`config.mk`:
```
export PLATFORM = sky130hd
export DESIGN_NAME = fcs_sequencer
export DESIGN_NICKNAME = d
export VERILOG_FILES = /design/src/include/fcs_pkg.sv /design/src/hdl/fcs_sequencer.sv /design/src/hdl/fcs_lock_window.sv
export SDC_FILE = /design/constraint.sdc
export NUM_CORES = 1
export LEC_CHECK = 0
export BUFFER_PORTS_ARGS = -buffer_cell sky130_fd_sc_hd__buf_2
export CAP_MARGIN = 40
export CELL_PAD_IN_SITES_DETAIL_PLACEMENT = 0
export CELL_PAD_IN_SITES_GLOBAL_PLACEMENT = 1
export CORE_MARGIN = 4
export CORE_UTILIZATION = 40
export CTS_CLUSTER_SIZE = 10
export DETAILED_ROUTE_END_ITERATION = 7
export PLACE_DENSITY = 0.79
export SLEW_MARGIN = 20
export SYNTH_ARGS = -nofsm -noshare
export SYNTH_HDL_FRONTEND = slang
export SYNTH_SLANG_ARGS = --single-unit
```
`constraint.sdc`:
```
create_clock -name sys_clk -period 3.2 [get_ports sys_clk]
set_input_delay 0.64 -clock sys_clk [delete_from_list [all_inputs] [get_ports sys_clk]]
set_output_delay 0.64 -clock sys_clk [all_outputs]
set_load 0.01 [all_outputs]
```
`src/include/fcs_pkg.sv`:
```
// constants, encodings and state codes shared by the flash command sequencer
package fcs_pkg;
  // register map
  localparam logic [31:0] REG_BASE      = 32'h41ff_f000;
  localparam logic [31:0] REG_PAGE_MASK = 32'hffff_ff00;
  localparam logic [7:0]  OFS_LOCK      = 8'h10;
  localparam logic [7:0]  OFS_STATUS    = 8'h20;
  localparam int          OFS_W         = 8;
  // flash array window, 128 KB
  localparam int          FLASH_AW      = 17;
  localparam logic [31:0] FLASH_BASE    = 32'h0000_0000;
  localparam logic [31:0] FLASH_MASK    = 32'hfffe_0000;
  // register fields
  localparam int          STAT_RDY_BIT  = 0;
  localparam int          STAT_PROT_LSB = 16;
  localparam int          NUM_BLOCKS    = 4;
  localparam int          LOCK_SEC_BIT  = 0;
  localparam logic        SEC_RESET     = 1'b1;
  localparam logic [31:0] LOCK_KEY      = 32'ha74a_9d23;
  localparam logic [4:0]  LOCK_WIN_CLKS = 5'h10;
  localparam logic [3:0]  BE_FULL       = 4'hf;
  // command address and data fields
  localparam int          CMD_FLD_LSB   = 8;
  localparam int          CMD_FLD_W     = 8;
  localparam int          DATA_W        = 8;
  localparam logic [7:0]  ADR_55        = 8'h55;
  localparam logic [7:0]  ADR_AA        = 8'haa;
  localparam logic [7:0]  D_UNLOCK1     = 8'haa;
  localparam logic [7:0]  D_UNLOCK2     = 8'h55;
  localparam logic [7:0]  D_READ        = 8'hf0;
  localparam logic [7:0]  D_PROGRAM     = 8'ha0;
  localparam logic [7:0]  D_ERASE       = 8'h80;
  localparam logic [7:0]  D_IDREAD      = 8'h90;
  localparam logic [7:0]  D_CHIP        = 8'h10;
  localparam logic [7:0]  D_BLOCK       = 8'h30;
  // block and page geometry
  localparam int          BLK_LSB       = 15;
  localparam int          BLK_W         = 2;
  localparam int          PAGE_LSB      = 7;
  localparam int          WORD_LSB      = 2;
  localparam int          WCNT_W        = 5;
  localparam logic [4:0]  LAST_WORD     = 5'h1f;
  // settle time after ready rises
  localparam int          SETTLE_US     = 200;
  localparam int          CLK_KHZ       = 20000;
  localparam int          SETTLE_CLKS   = (SETTLE_US * CLK_KHZ + 999) / 1000;
  localparam int          SETTLE_W      = 12;

  typedef enum logic [1:0] {
    OP_PAGE  = 2'h0,
    OP_CHIP  = 2'h1,
    OP_BLOCK = 2'h2
  } fcs_op_e;

  typedef enum logic [8:0] {
    ST_READ  = 9'h001,
    ST_C1    = 9'h002,
    ST_C2    = 9'h004,
    ST_E3    = 9'h008,
    ST_E4    = 9'h010,
    ST_E5    = 9'h020,
    ST_PAGE  = 9'h040,
    ST_ID    = 9'h080,
    ST_BUSY  = 9'h100
  } fcs_state_e;
endpackage

```
`src/hdl/fcs_sequencer.sv`:
```
// flash command sequencer with status and security registers on avalon-mm
//
// The Avalon-MM interface to the registers is this design's own decision.
`timescale 1ns/10ps
`default_nettype none
module fcs_sequencer #(
  parameter logic [31:0] ID_CODE = 32'h0000_5a5a // arbitrary value
) (
  input  wire logic        sys_clk,
  input  wire logic        rstn,
  input  wire logic [31:0] avs_address,
  input  wire logic        avs_read,
  input  wire logic        avs_write,
  input  wire logic [31:0] avs_writedata,
  input  wire logic [3:0]  avs_byteenable,
  output logic      [31:0] avs_readdata,
  output logic             avs_waitrequest,
  output logic      [16:0] arrayRdAddr,
  input  wire logic [31:0] arrayRdData,
  input  wire logic [3:0]  blockProtect,
  output logic             opStart,
  output logic      [1:0]  opKind,
  output logic      [16:0] opAddr,
  output logic      [3:0]  eraseMask,
  output logic             pgmWordValid,
  output logic      [16:0] pgmWordAddr,
  output logic      [31:0] pgmWordData,
  input  wire logic        opDone,
  input  wire logic        opFail,
  output logic             readMode,
  output logic             idMode,
  output logic             securityEnable,
  output logic             arraySettled
);
  localparam int AW = fcs_pkg::FLASH_AW;
  localparam int SETTLE_W = fcs_pkg::SETTLE_W;

  logic                 waitReq_reg;
  logic                 phase_reg;
  logic [31:0]          readData_reg;
  logic [AW-1:0]        arrayRdAddr_reg;
  fcs_pkg::fcs_state_e  state_reg;
  fcs_pkg::fcs_state_e  state_next;
  logic [9:0]           pageBase_reg;
  logic [4:0]           wordCnt_reg;
  logic                 rdy_reg;
  logic                 failed_reg;
  logic                 opStart_reg;
  fcs_pkg::fcs_op_e     opKind_reg;
  logic [AW-1:0]        opAddr_reg;
  logic [3:0]           eraseMask_reg;
  logic                 pgmValid_reg;
  logic [AW-1:0]        pgmAddr_reg;
  logic [31:0]          pgmData_reg;
  logic                 readMode_reg;
  logic                 idMode_reg;
  logic [11:0]          settleCnt_reg;
  logic                 settled_reg;
  logic                 secEnable;

  logic                 reqFresh;
  logic                 reqTaken;
  logic                 fullWord;
  logic                 hitFlash;
  logic                 hitRegs;
  logic [7:0]           regOfs;
  logic                 cmdWr;
  logic                 lockKeyWr;
  logic                 lockDataWr;
  logic [7:0]           cmdAdr;
  logic [7:0]           cmdData;
  logic [1:0]           blkSel;
  logic                 blkProt;
  logic                 secureLock;
  logic                 pageWordOk;
  logic                 startOp;
  fcs_pkg::fcs_op_e     startKind;
  logic [31:0]          readNext;

  // address decode and request phases
  assign reqFresh   = (avs_read | avs_write) & waitReq_reg;
  assign reqTaken   = (avs_read | avs_write) & ~waitReq_reg;
  assign fullWord   = (avs_byteenable == fcs_pkg::BE_FULL);
  assign hitFlash   = ((avs_address & fcs_pkg::FLASH_MASK) == fcs_pkg::FLASH_BASE);
  assign hitRegs    = ((avs_address & fcs_pkg::REG_PAGE_MASK) == fcs_pkg::REG_BASE);
  assign regOfs     = avs_address[fcs_pkg::OFS_W-1:0];
  assign cmdAdr     = avs_address[fcs_pkg::CMD_FLD_LSB +: fcs_pkg::CMD_FLD_W];
  assign cmdData    = avs_writedata[fcs_pkg::DATA_W-1:0];
  assign blkSel     = avs_address[fcs_pkg::BLK_LSB +: fcs_pkg::BLK_W];
  assign blkProt    = blockProtect[blkSel];

  // strobes act only on the edge where the request completes
  assign cmdWr      = reqTaken & avs_write & hitFlash & fullWord;
  assign lockKeyWr  = reqTaken & avs_write & hitRegs & fullWord &
                      (regOfs == fcs_pkg::OFS_LOCK) & (avs_writedata == fcs_pkg::LOCK_KEY);
  assign lockDataWr = reqTaken & avs_write & hitRegs & fullWord &
                      (regOfs == fcs_pkg::OFS_LOCK) & (avs_writedata != fcs_pkg::LOCK_KEY);

  // security is active only with the bit set and every block protected
  assign secureLock = secEnable & (&blockProtect);

  // page words must arrive in ascending order from the page start
  always_comb begin
    if (wordCnt_reg == 5'h0) begin
      pageWordOk = (avs_address[fcs_pkg::PAGE_LSB-1:fcs_pkg::WORD_LSB] == 5'h0) & ~blkProt;
    end else begin
      pageWordOk = (avs_address[AW-1:fcs_pkg::WORD_LSB] == {pageBase_reg, wordCnt_reg});
    end
  end

  // two-cycle slave: phase one presents the array address
  always_ff @(posedge sys_clk or negedge rstn) begin
    if (!rstn) begin
      waitReq_reg <= 1'b1;
      phase_reg   <= 1'b0;
    end else if (reqTaken) begin
      waitReq_reg <= 1'b1;
      phase_reg   <= 1'b0;
    end else if (reqFresh && phase_reg) begin
      waitReq_reg <= 1'b0;
    end else if (reqFresh) begin
      phase_reg <= 1'b1;
    end
  end

  always_ff @(posedge sys_clk or negedge rstn) begin
    if (!rstn) begin
      arrayRdAddr_reg <= '0;
    end else if (reqFresh && !phase_reg) begin
      arrayRdAddr_reg <= avs_address[AW-1:0];
    end
  end

  // status and lock live outside the array, so never blocked
  always_comb begin
    readNext = 32'h0;
    if (hitRegs && regOfs == fcs_pkg::OFS_STATUS) begin
      readNext[fcs_pkg::STAT_RDY_BIT] = rdy_reg;
      readNext[fcs_pkg::STAT_PROT_LSB +: fcs_pkg::NUM_BLOCKS] = blockProtect;
    end else if (hitRegs && regOfs == fcs_pkg::OFS_LOCK) begin
      readNext[fcs_pkg::LOCK_SEC_BIT] = secEnable;
    end else if (hitFlash && idMode_reg) begin
      readNext = ID_CODE;
    end else if (hitFlash && readMode_reg) begin
      readNext = arrayRdData;
    end
  end

  always_ff @(posedge sys_clk or negedge rstn) begin
    if (!rstn) begin
      readData_reg <= 32'h0;
    end else if (reqFresh && phase_reg) begin
      readData_reg <= readNext;
    end
  end

  // command decoder; the f0 escape is not checked inside page data
  always_comb begin
    state_next = state_reg;
    startOp    = 1'b0;
    startKind  = fcs_pkg::OP_PAGE;
    case (state_reg)
      fcs_pkg::ST_BUSY: begin
        if (opDone && !opFail && !failed_reg) begin
          state_next = fcs_pkg::ST_READ;
        end
      end
      fcs_pkg::ST_PAGE: begin
        if (cmdWr && !pageWordOk) begin
          state_next = fcs_pkg::ST_READ;
        end else if (cmdWr && wordCnt_reg == fcs_pkg::LAST_WORD) begin
          state_next = fcs_pkg::ST_BUSY;
          startOp    = 1'b1;
          startKind  = fcs_pkg::OP_PAGE;
        end
      end
      default: begin
        if (cmdWr && cmdData == fcs_pkg::D_READ) begin
          state_next = fcs_pkg::ST_READ;
        end else if (cmdWr) begin
          case (state_reg)
            fcs_pkg::ST_READ: begin
              if (cmdAdr == fcs_pkg::ADR_55 && cmdData == fcs_pkg::D_UNLOCK1 && !secureLock) begin
                state_next = fcs_pkg::ST_C1;
              end
            end
            fcs_pkg::ST_C1: begin
              state_next = (cmdAdr == fcs_pkg::ADR_AA && cmdData == fcs_pkg::D_UNLOCK2) ?
                           fcs_pkg::ST_C2 : fcs_pkg::ST_READ;
            end
            fcs_pkg::ST_C2: begin
              if (cmdAdr != fcs_pkg::ADR_55) begin
                state_next = fcs_pkg::ST_READ;
              end else if (cmdData == fcs_pkg::D_PROGRAM) begin
                state_next = fcs_pkg::ST_PAGE;
              end else if (cmdData == fcs_pkg::D_ERASE) begin
                state_next = fcs_pkg::ST_E3;
              end else if (cmdData == fcs_pkg::D_IDREAD) begin
                state_next = fcs_pkg::ST_ID;
              end else begin
                state_next = fcs_pkg::ST_READ;
              end
            end
            fcs_pkg::ST_E3: begin
              state_next = (cmdAdr == fcs_pkg::ADR_55 && cmdData == fcs_pkg::D_UNLOCK1) ?
                           fcs_pkg::ST_E4 : fcs_pkg::ST_READ;
            end
            fcs_pkg::ST_E4: begin
              state_next = (cmdAdr == fcs_pkg::ADR_AA && cmdData == fcs_pkg::D_UNLOCK2) ?
                           fcs_pkg::ST_E5 : fcs_pkg::ST_READ;
            end
            fcs_pkg::ST_E5: begin
              state_next = fcs_pkg::ST_READ;
              if (cmdAdr == fcs_pkg::ADR_55 && cmdData == fcs_pkg::D_CHIP && !(&blockProtect)) begin
                state_next = fcs_pkg::ST_BUSY;
                startOp    = 1'b1;
                startKind  = fcs_pkg::OP_CHIP;
              end else if (cmdData == fcs_pkg::D_BLOCK && !blkProt) begin
                state_next = fcs_pkg::ST_BUSY;
                startOp    = 1'b1;
                startKind  = fcs_pkg::OP_BLOCK;
              end
            end
            default: begin
              state_next = state_reg; // identifier read holds until f0
            end
          endcase
        end
      end
    endcase
  end

  // state register; busy ignores all command writes until completion
  always_ff @(posedge sys_clk or negedge rstn) begin
    if (!rstn) begin
      state_reg    <= fcs_pkg::ST_READ;
      readMode_reg <= 1'b1;
      idMode_reg   <= 1'b0;
    end else begin
      state_reg    <= state_next;
      readMode_reg <= (state_next == fcs_pkg::ST_READ);
      idMode_reg   <= (state_next == fcs_pkg::ST_ID);
    end
  end

  // page word tracking and forwarding to the array engine
  always_ff @(posedge sys_clk or negedge rstn) begin
    if (!rstn) begin
      wordCnt_reg  <= 5'h0;
      pageBase_reg <= 10'h0;
      pgmValid_reg <= 1'b0;
      pgmAddr_reg  <= '0;
      pgmData_reg  <= 32'h0;
    end else begin
      pgmValid_reg <= 1'b0;
      if (state_reg != fcs_pkg::ST_PAGE) begin
        wordCnt_reg <= 5'h0;
      end else if (cmdWr && pageWordOk) begin
        if (wordCnt_reg == 5'h0) begin
          pageBase_reg <= avs_address[AW-1:fcs_pkg::PAGE_LSB];
        end
        wordCnt_reg  <= wordCnt_reg + 5'h1;
        pgmValid_reg <= 1'b1;
        pgmAddr_reg  <= avs_address[AW-1:0];
        pgmData_reg  <= avs_writedata;
      end
    end
  end

  // operation launch with erase mask that skips protected blocks
  always_ff @(posedge sys_clk or negedge rstn) begin
    if (!rstn) begin
      opStart_reg   <= 1'b0;
      opKind_reg    <= fcs_pkg::OP_PAGE;
      opAddr_reg    <= '0;
      eraseMask_reg <= 4'h0;
    end else begin
      opStart_reg <= startOp;
      if (startOp) begin
        opKind_reg <= startKind;
        case (startKind)
          fcs_pkg::OP_PAGE: begin
            opAddr_reg    <= {pageBase_reg, {fcs_pkg::PAGE_LSB{1'b0}}};
            eraseMask_reg <= 4'h0;
          end
          fcs_pkg::OP_CHIP: begin
            opAddr_reg    <= '0;
            eraseMask_reg <= ~blockProtect;
          end
          default: begin
            opAddr_reg    <= {blkSel, {fcs_pkg::BLK_LSB{1'b0}}};
            eraseMask_reg <= 4'h1 << blkSel;
          end
        endcase
      end
    end
  end

  // ready flag; a failure leaves it low until hardware reset
  always_ff @(posedge sys_clk or negedge rstn) begin
    if (!rstn) begin
      rdy_reg    <= 1'b1;
      failed_reg <= 1'b0;
    end else if (startOp) begin
      rdy_reg <= 1'b0;
    end else if (state_reg == fcs_pkg::ST_BUSY && opFail) begin
      failed_reg <= 1'b1;
    end else if (state_reg == fcs_pkg::ST_BUSY && opDone && !failed_reg) begin
      rdy_reg <= 1'b1;
    end
  end

  // settle timer only flags readiness; it does not block reads
  always_ff @(posedge sys_clk or negedge rstn) begin
    if (!rstn) begin
      settleCnt_reg <= 12'h0;
      settled_reg   <= 1'b1;
    end else if (startOp) begin
      settleCnt_reg <= 12'h0;
      settled_reg   <= 1'b0;
    end else if (state_reg == fcs_pkg::ST_BUSY && state_next == fcs_pkg::ST_READ) begin
      settleCnt_reg <= SETTLE_W'(fcs_pkg::SETTLE_CLKS);
    end else if (settleCnt_reg != 12'h0) begin
      settleCnt_reg <= settleCnt_reg - 12'h1;
      settled_reg   <= (settleCnt_reg == 12'h1);
    end
  end

  fcs_lock_window u_lock (
    .sys_clk   (sys_clk),
    .rstn      (rstn),
    .keyWr     (lockKeyWr),
    .dataWr    (lockDataWr),
    .dataBit   (avs_writedata[fcs_pkg::LOCK_SEC_BIT]),
    .secEnable (secEnable)
  );

  assign avs_waitrequest = waitReq_reg;
  assign avs_readdata    = readData_reg;
  assign arrayRdAddr     = arrayRdAddr_reg;
  assign opStart         = opStart_reg;
  assign opKind          = opKind_reg;
  assign opAddr          = opAddr_reg;
  assign eraseMask       = eraseMask_reg;
  assign pgmWordValid    = pgmValid_reg;
  assign pgmWordAddr     = pgmAddr_reg;
  assign pgmWordData     = pgmData_reg;
  assign readMode        = readMode_reg;
  assign idMode          = idMode_reg;
  assign securityEnable  = secEnable;
  assign arraySettled    = settled_reg;
endmodule
`default_nettype wire

```
`src/hdl/fcs_lock_window.sv`:
```
// keyed write window guarding the security enable bit
`timescale 1ns/10ps
`default_nettype none
module fcs_lock_window (
  input  wire logic sys_clk,
  input  wire logic rstn,
  input  wire logic keyWr,
  input  wire logic dataWr,
  input  wire logic dataBit,
  output logic      secEnable
);
  logic [4:0] winCnt_reg;
  logic       secEnable_reg;

  // window opens on the key store, closes after use or timeout
  always_ff @(posedge sys_clk or negedge rstn) begin
    if (!rstn) begin
      winCnt_reg <= 5'h0;
    end else if (keyWr) begin
      winCnt_reg <= fcs_pkg::LOCK_WIN_CLKS;
    end else if (dataWr) begin
      winCnt_reg <= 5'h0;
    end else if (winCnt_reg != 5'h0) begin
      winCnt_reg <= winCnt_reg - 5'h1;
    end
  end

  // unkeyed stores are dropped silently, no error is flagged
  always_ff @(posedge sys_clk or negedge rstn) begin
    if (!rstn) begin
      secEnable_reg <= fcs_pkg::SEC_RESET;
    end else if (dataWr && winCnt_reg != 5'h0) begin
      secEnable_reg <= dataBit;
    end
  end

  assign secEnable = secEnable_reg;
endmodule
`default_nettype wire

```
==> flow_summary.ini <==
[run_status]
status = complete, no violations

[cts]
clock_path_buffers = 2
cts_buffers = 17
cts.htree.levels = 4
hold_buffers = 0
clk_latency_ns = 0.43
clkSinkCount = 165
cts_setup_buffers = 0
path_clk_slew_ns = 0.07
cts_tree = built
cts_resized = 0
cts-root-buf = clkbuf_16

[critical_path]
rrSetupSlack_ns = 0.33
path_buf_inv = 2
cpPeakStageDelay_ns = 0.61
path_delay_family = simple AND/OR/NAND/NOR gates
crit_type = reg -> reg
critPathRequiredTime_ns = 3.51
r2r-end = pageBase_reg[5]$_DFFE_PN0P_
worstSetupStartpointType = register
crit_fanout = 10
crit_path_end_kind = register
crit_end = pageBase_reg[5]$_DFFE_PN0P_
worstSetupPathDepth = 9
cp_slowest_cell = nor4b_1
cp_cell_sequence = inv_1 > ha_1 > nor4b_1 > nand4_1 > o21a_1 > nor3_2 > and2_1 > buf_12 > mux2_1
critPathLaunch = wordCnt_reg[0]$_DFFE_PN0P_
reg2reg_from = wordCnt_reg[0]$_DFFE_PN0P_
arrival_ns = 3.18
reg2reg_depth = 9

[routing]
wl_per_cell_um = 18.55
drt-pass1-iter-count = 5
routed_via_density = 5.265
vias = 6260
wl_um = 22060
drtAntennaViolNets = 0
drtIter0Drc = 265
drc = 0

[floorplanning]
core_area_sq_um = 18890
dieArea_sq_um = 21640
ioPinCount = 238
fp.dieH_um = 147.1
initial_utilization_pct = 40.97
rows = 50
die_w_um = 147.1

[synthesis]
synth-edff-count = 0
ys_seq_area_share_pct = 53.44
ys_seq_elements = 165
synth_warnings = 0
async_reset_ff_share_pct = 100.0
postSynthCellCount = 669
synth.cell_area_sq_um = 7740
syn_avg_cell_area_sq_um = 11.57
synthFlopType = dfrtp_1
synth.distinct_cells = 64

[sta]
slew_headroom_pct = 49.57
period_minus_slack_ns = 2.872
timing.final.max_slew_violations = 0
setup_viol = 0
grt_setup_unrepaired = false
finalHoldViolations = 0
period_share_pct = 89.76
skew_ns = 0.01136
max_slew.worst_pin.slew_ns = 0.7460
fmax_ghz = 0.3482
fin_ws_ns = 0.3278
setup_tns_ns = 0

[grt]
grt_pass1_wl_um = 35280
first_global_vias = 6365
grt_usage_pct = 20.51
grt_max_degree = 56
gr-total-overflow = 0
antenna_found_initial = 0

[placement]
hpwl_um = 16870
io_buffers = 230
place_ws_ns = 0.1266
place.gp.congestion = 0.8459

[layout]
final_common_cell = buf_2
drive_gt1_share_pct = 40.04
most-common-layout-cells = buf_2 (229), dfrtp_1 (159), mux2_2 (62)
syn2layout_area_growth_pct = 27.97
diodes = 0
final_nets = 1034

[power]
ir_drop_mv = 0.4108
p_leak_nw = 5.253
power_density_nw_per_um2 = 504.9

[flow_run]
cap_violations = 0

[hold_path]
min_path_type = in -> async
## report_power, final
| group | switching [W] | internal [W] | total [W] |
|---|---|---|---|
| combinational | 0.000393 | 0.000298 | 0.000690 |
| clock | 0.000909 | 0.00112 | 0.00203 |
| sequential | 0.0000709 | 0.00221 | 0.00228 |
## per-layer routing
metal	share of wire (%)	track usage (%)
met1	44	28.12
met2	45	31.11
met4	1.6	5.126
met5	0	0
met3	9.6	7.588
## through the flow
stage               area [sq um]  hold WS [ns]  total power, W  utilization [%]  cells
floorplan                   7762        0.3444        0.002640                -    675
global placement            9325        0.4377        0.003003            49.36   1158
detailed placement          9325        0.4448        0.003015            49.36   1158
CTS                         9905        0.1708        0.005061            52.42   1189
global route                9905        0.1821        0.005221            52.42   1189
finish                      9905        0.1573        0.005000            52.42   1189
## worst min-delay path by stage
stage,end,start,slack (ns),depth (start not counted)
2_1_floorplan,arrayRdAddr[0]$_DFFE_PN0P_,rstn,0.34,0
5_1_grt,avs_readdata[9]$_DFFE_PN0P_,rstn,0.18,1
3_5_place_dp,failed_reg$_DFFE_PN0P_,failed_reg$_DFFE_PN0P_,0.44,1
3_3_place_gp,failed_reg$_DFFE_PN0P_,failed_reg$_DFFE_PN0P_,0.44,1
4_1_cts,avs_readdata[9]$_DFFE_PN0P_,rstn,0.17,1
6_report,avs_readdata[9]$_DFFE_PN0P_,rstn,0.16,1
## worst reg2reg max path, stage by stage (launching register included)
cell	delay, ns
dfrtp_1	0.45
inv_1	0.09
ha_1	0.13
nor4b_1	0.61
nand4_1	0.21
o21a_1	0.24
nor3_2	0.32
and2_1	0.23
buf_12	0.15
mux2_1	0.33
## cells by family (layout without fill, tap and decap cells)
kind of cell / Yosys count / after routing / synth area share (%)
buffers and inverters: 48 / 302 / 2.974
muxes: 94 / 94 / 13.50
DFF: 165 / 165 / 53.44
xor gates and xnor gates: 33 / 33 / 3.734
and+or+nand+nor: 219 / 219 / 16.20
other: 1 / 7 / 0.04845
AOI/OAI and AO/OA: 102 / 102 / 8.972
adders and majority gates: 7 / 7 / 1.132
## area by class of cell
cell class              instances  area, sq um
clock buffers                  18        439.2
flip-flops and latches        165         4136
clock inverters                13        140.1
inverters                      12        45.04
well taps                     260        325.3
repair buffers                259         1413
fillers                      1715         8989
multi-input cells             462         3406
## synthesized netlist by cell type, types with 4 or more instances
cell,n,share of area (%)
o21bai_1,4,0.39
and2_1,5,0.40
buf_2,13,0.84
xor2_1,23,2.6
inv_1,12,0.58
buf_4,7,0.68
mux2_2,62,9.0
nand3_1,13,0.84
and4b_1,5,0.65
mux2i_1,14,1.8
o21ai_0,13,0.84
a21o_1,7,0.68
o211ai_1,4,0.39
nor2b_1,6,0.49
nand2_1,38,1.8
dfrtp_1,159,51
nor4b_1,6,0.68
a21oi_1,25,1.6
nor2_1,57,2.8
a31oi_1,5,0.40
a211oi_1,4,0.39
nand4_1,19,1.5
dfstp_2,6,2.0
nand3b_1,6,0.58
clkbuf_1,15,0.73
nor3_1,16,1.0
and3_1,4,0.32
mux2_1,17,2.5
ha_1,7,1.1
a22o_1,23,2.6
nor4_1,13,1.1
xnor2_1,10,1.1
No activity file was read; power rests on OpenSTA's default activity.
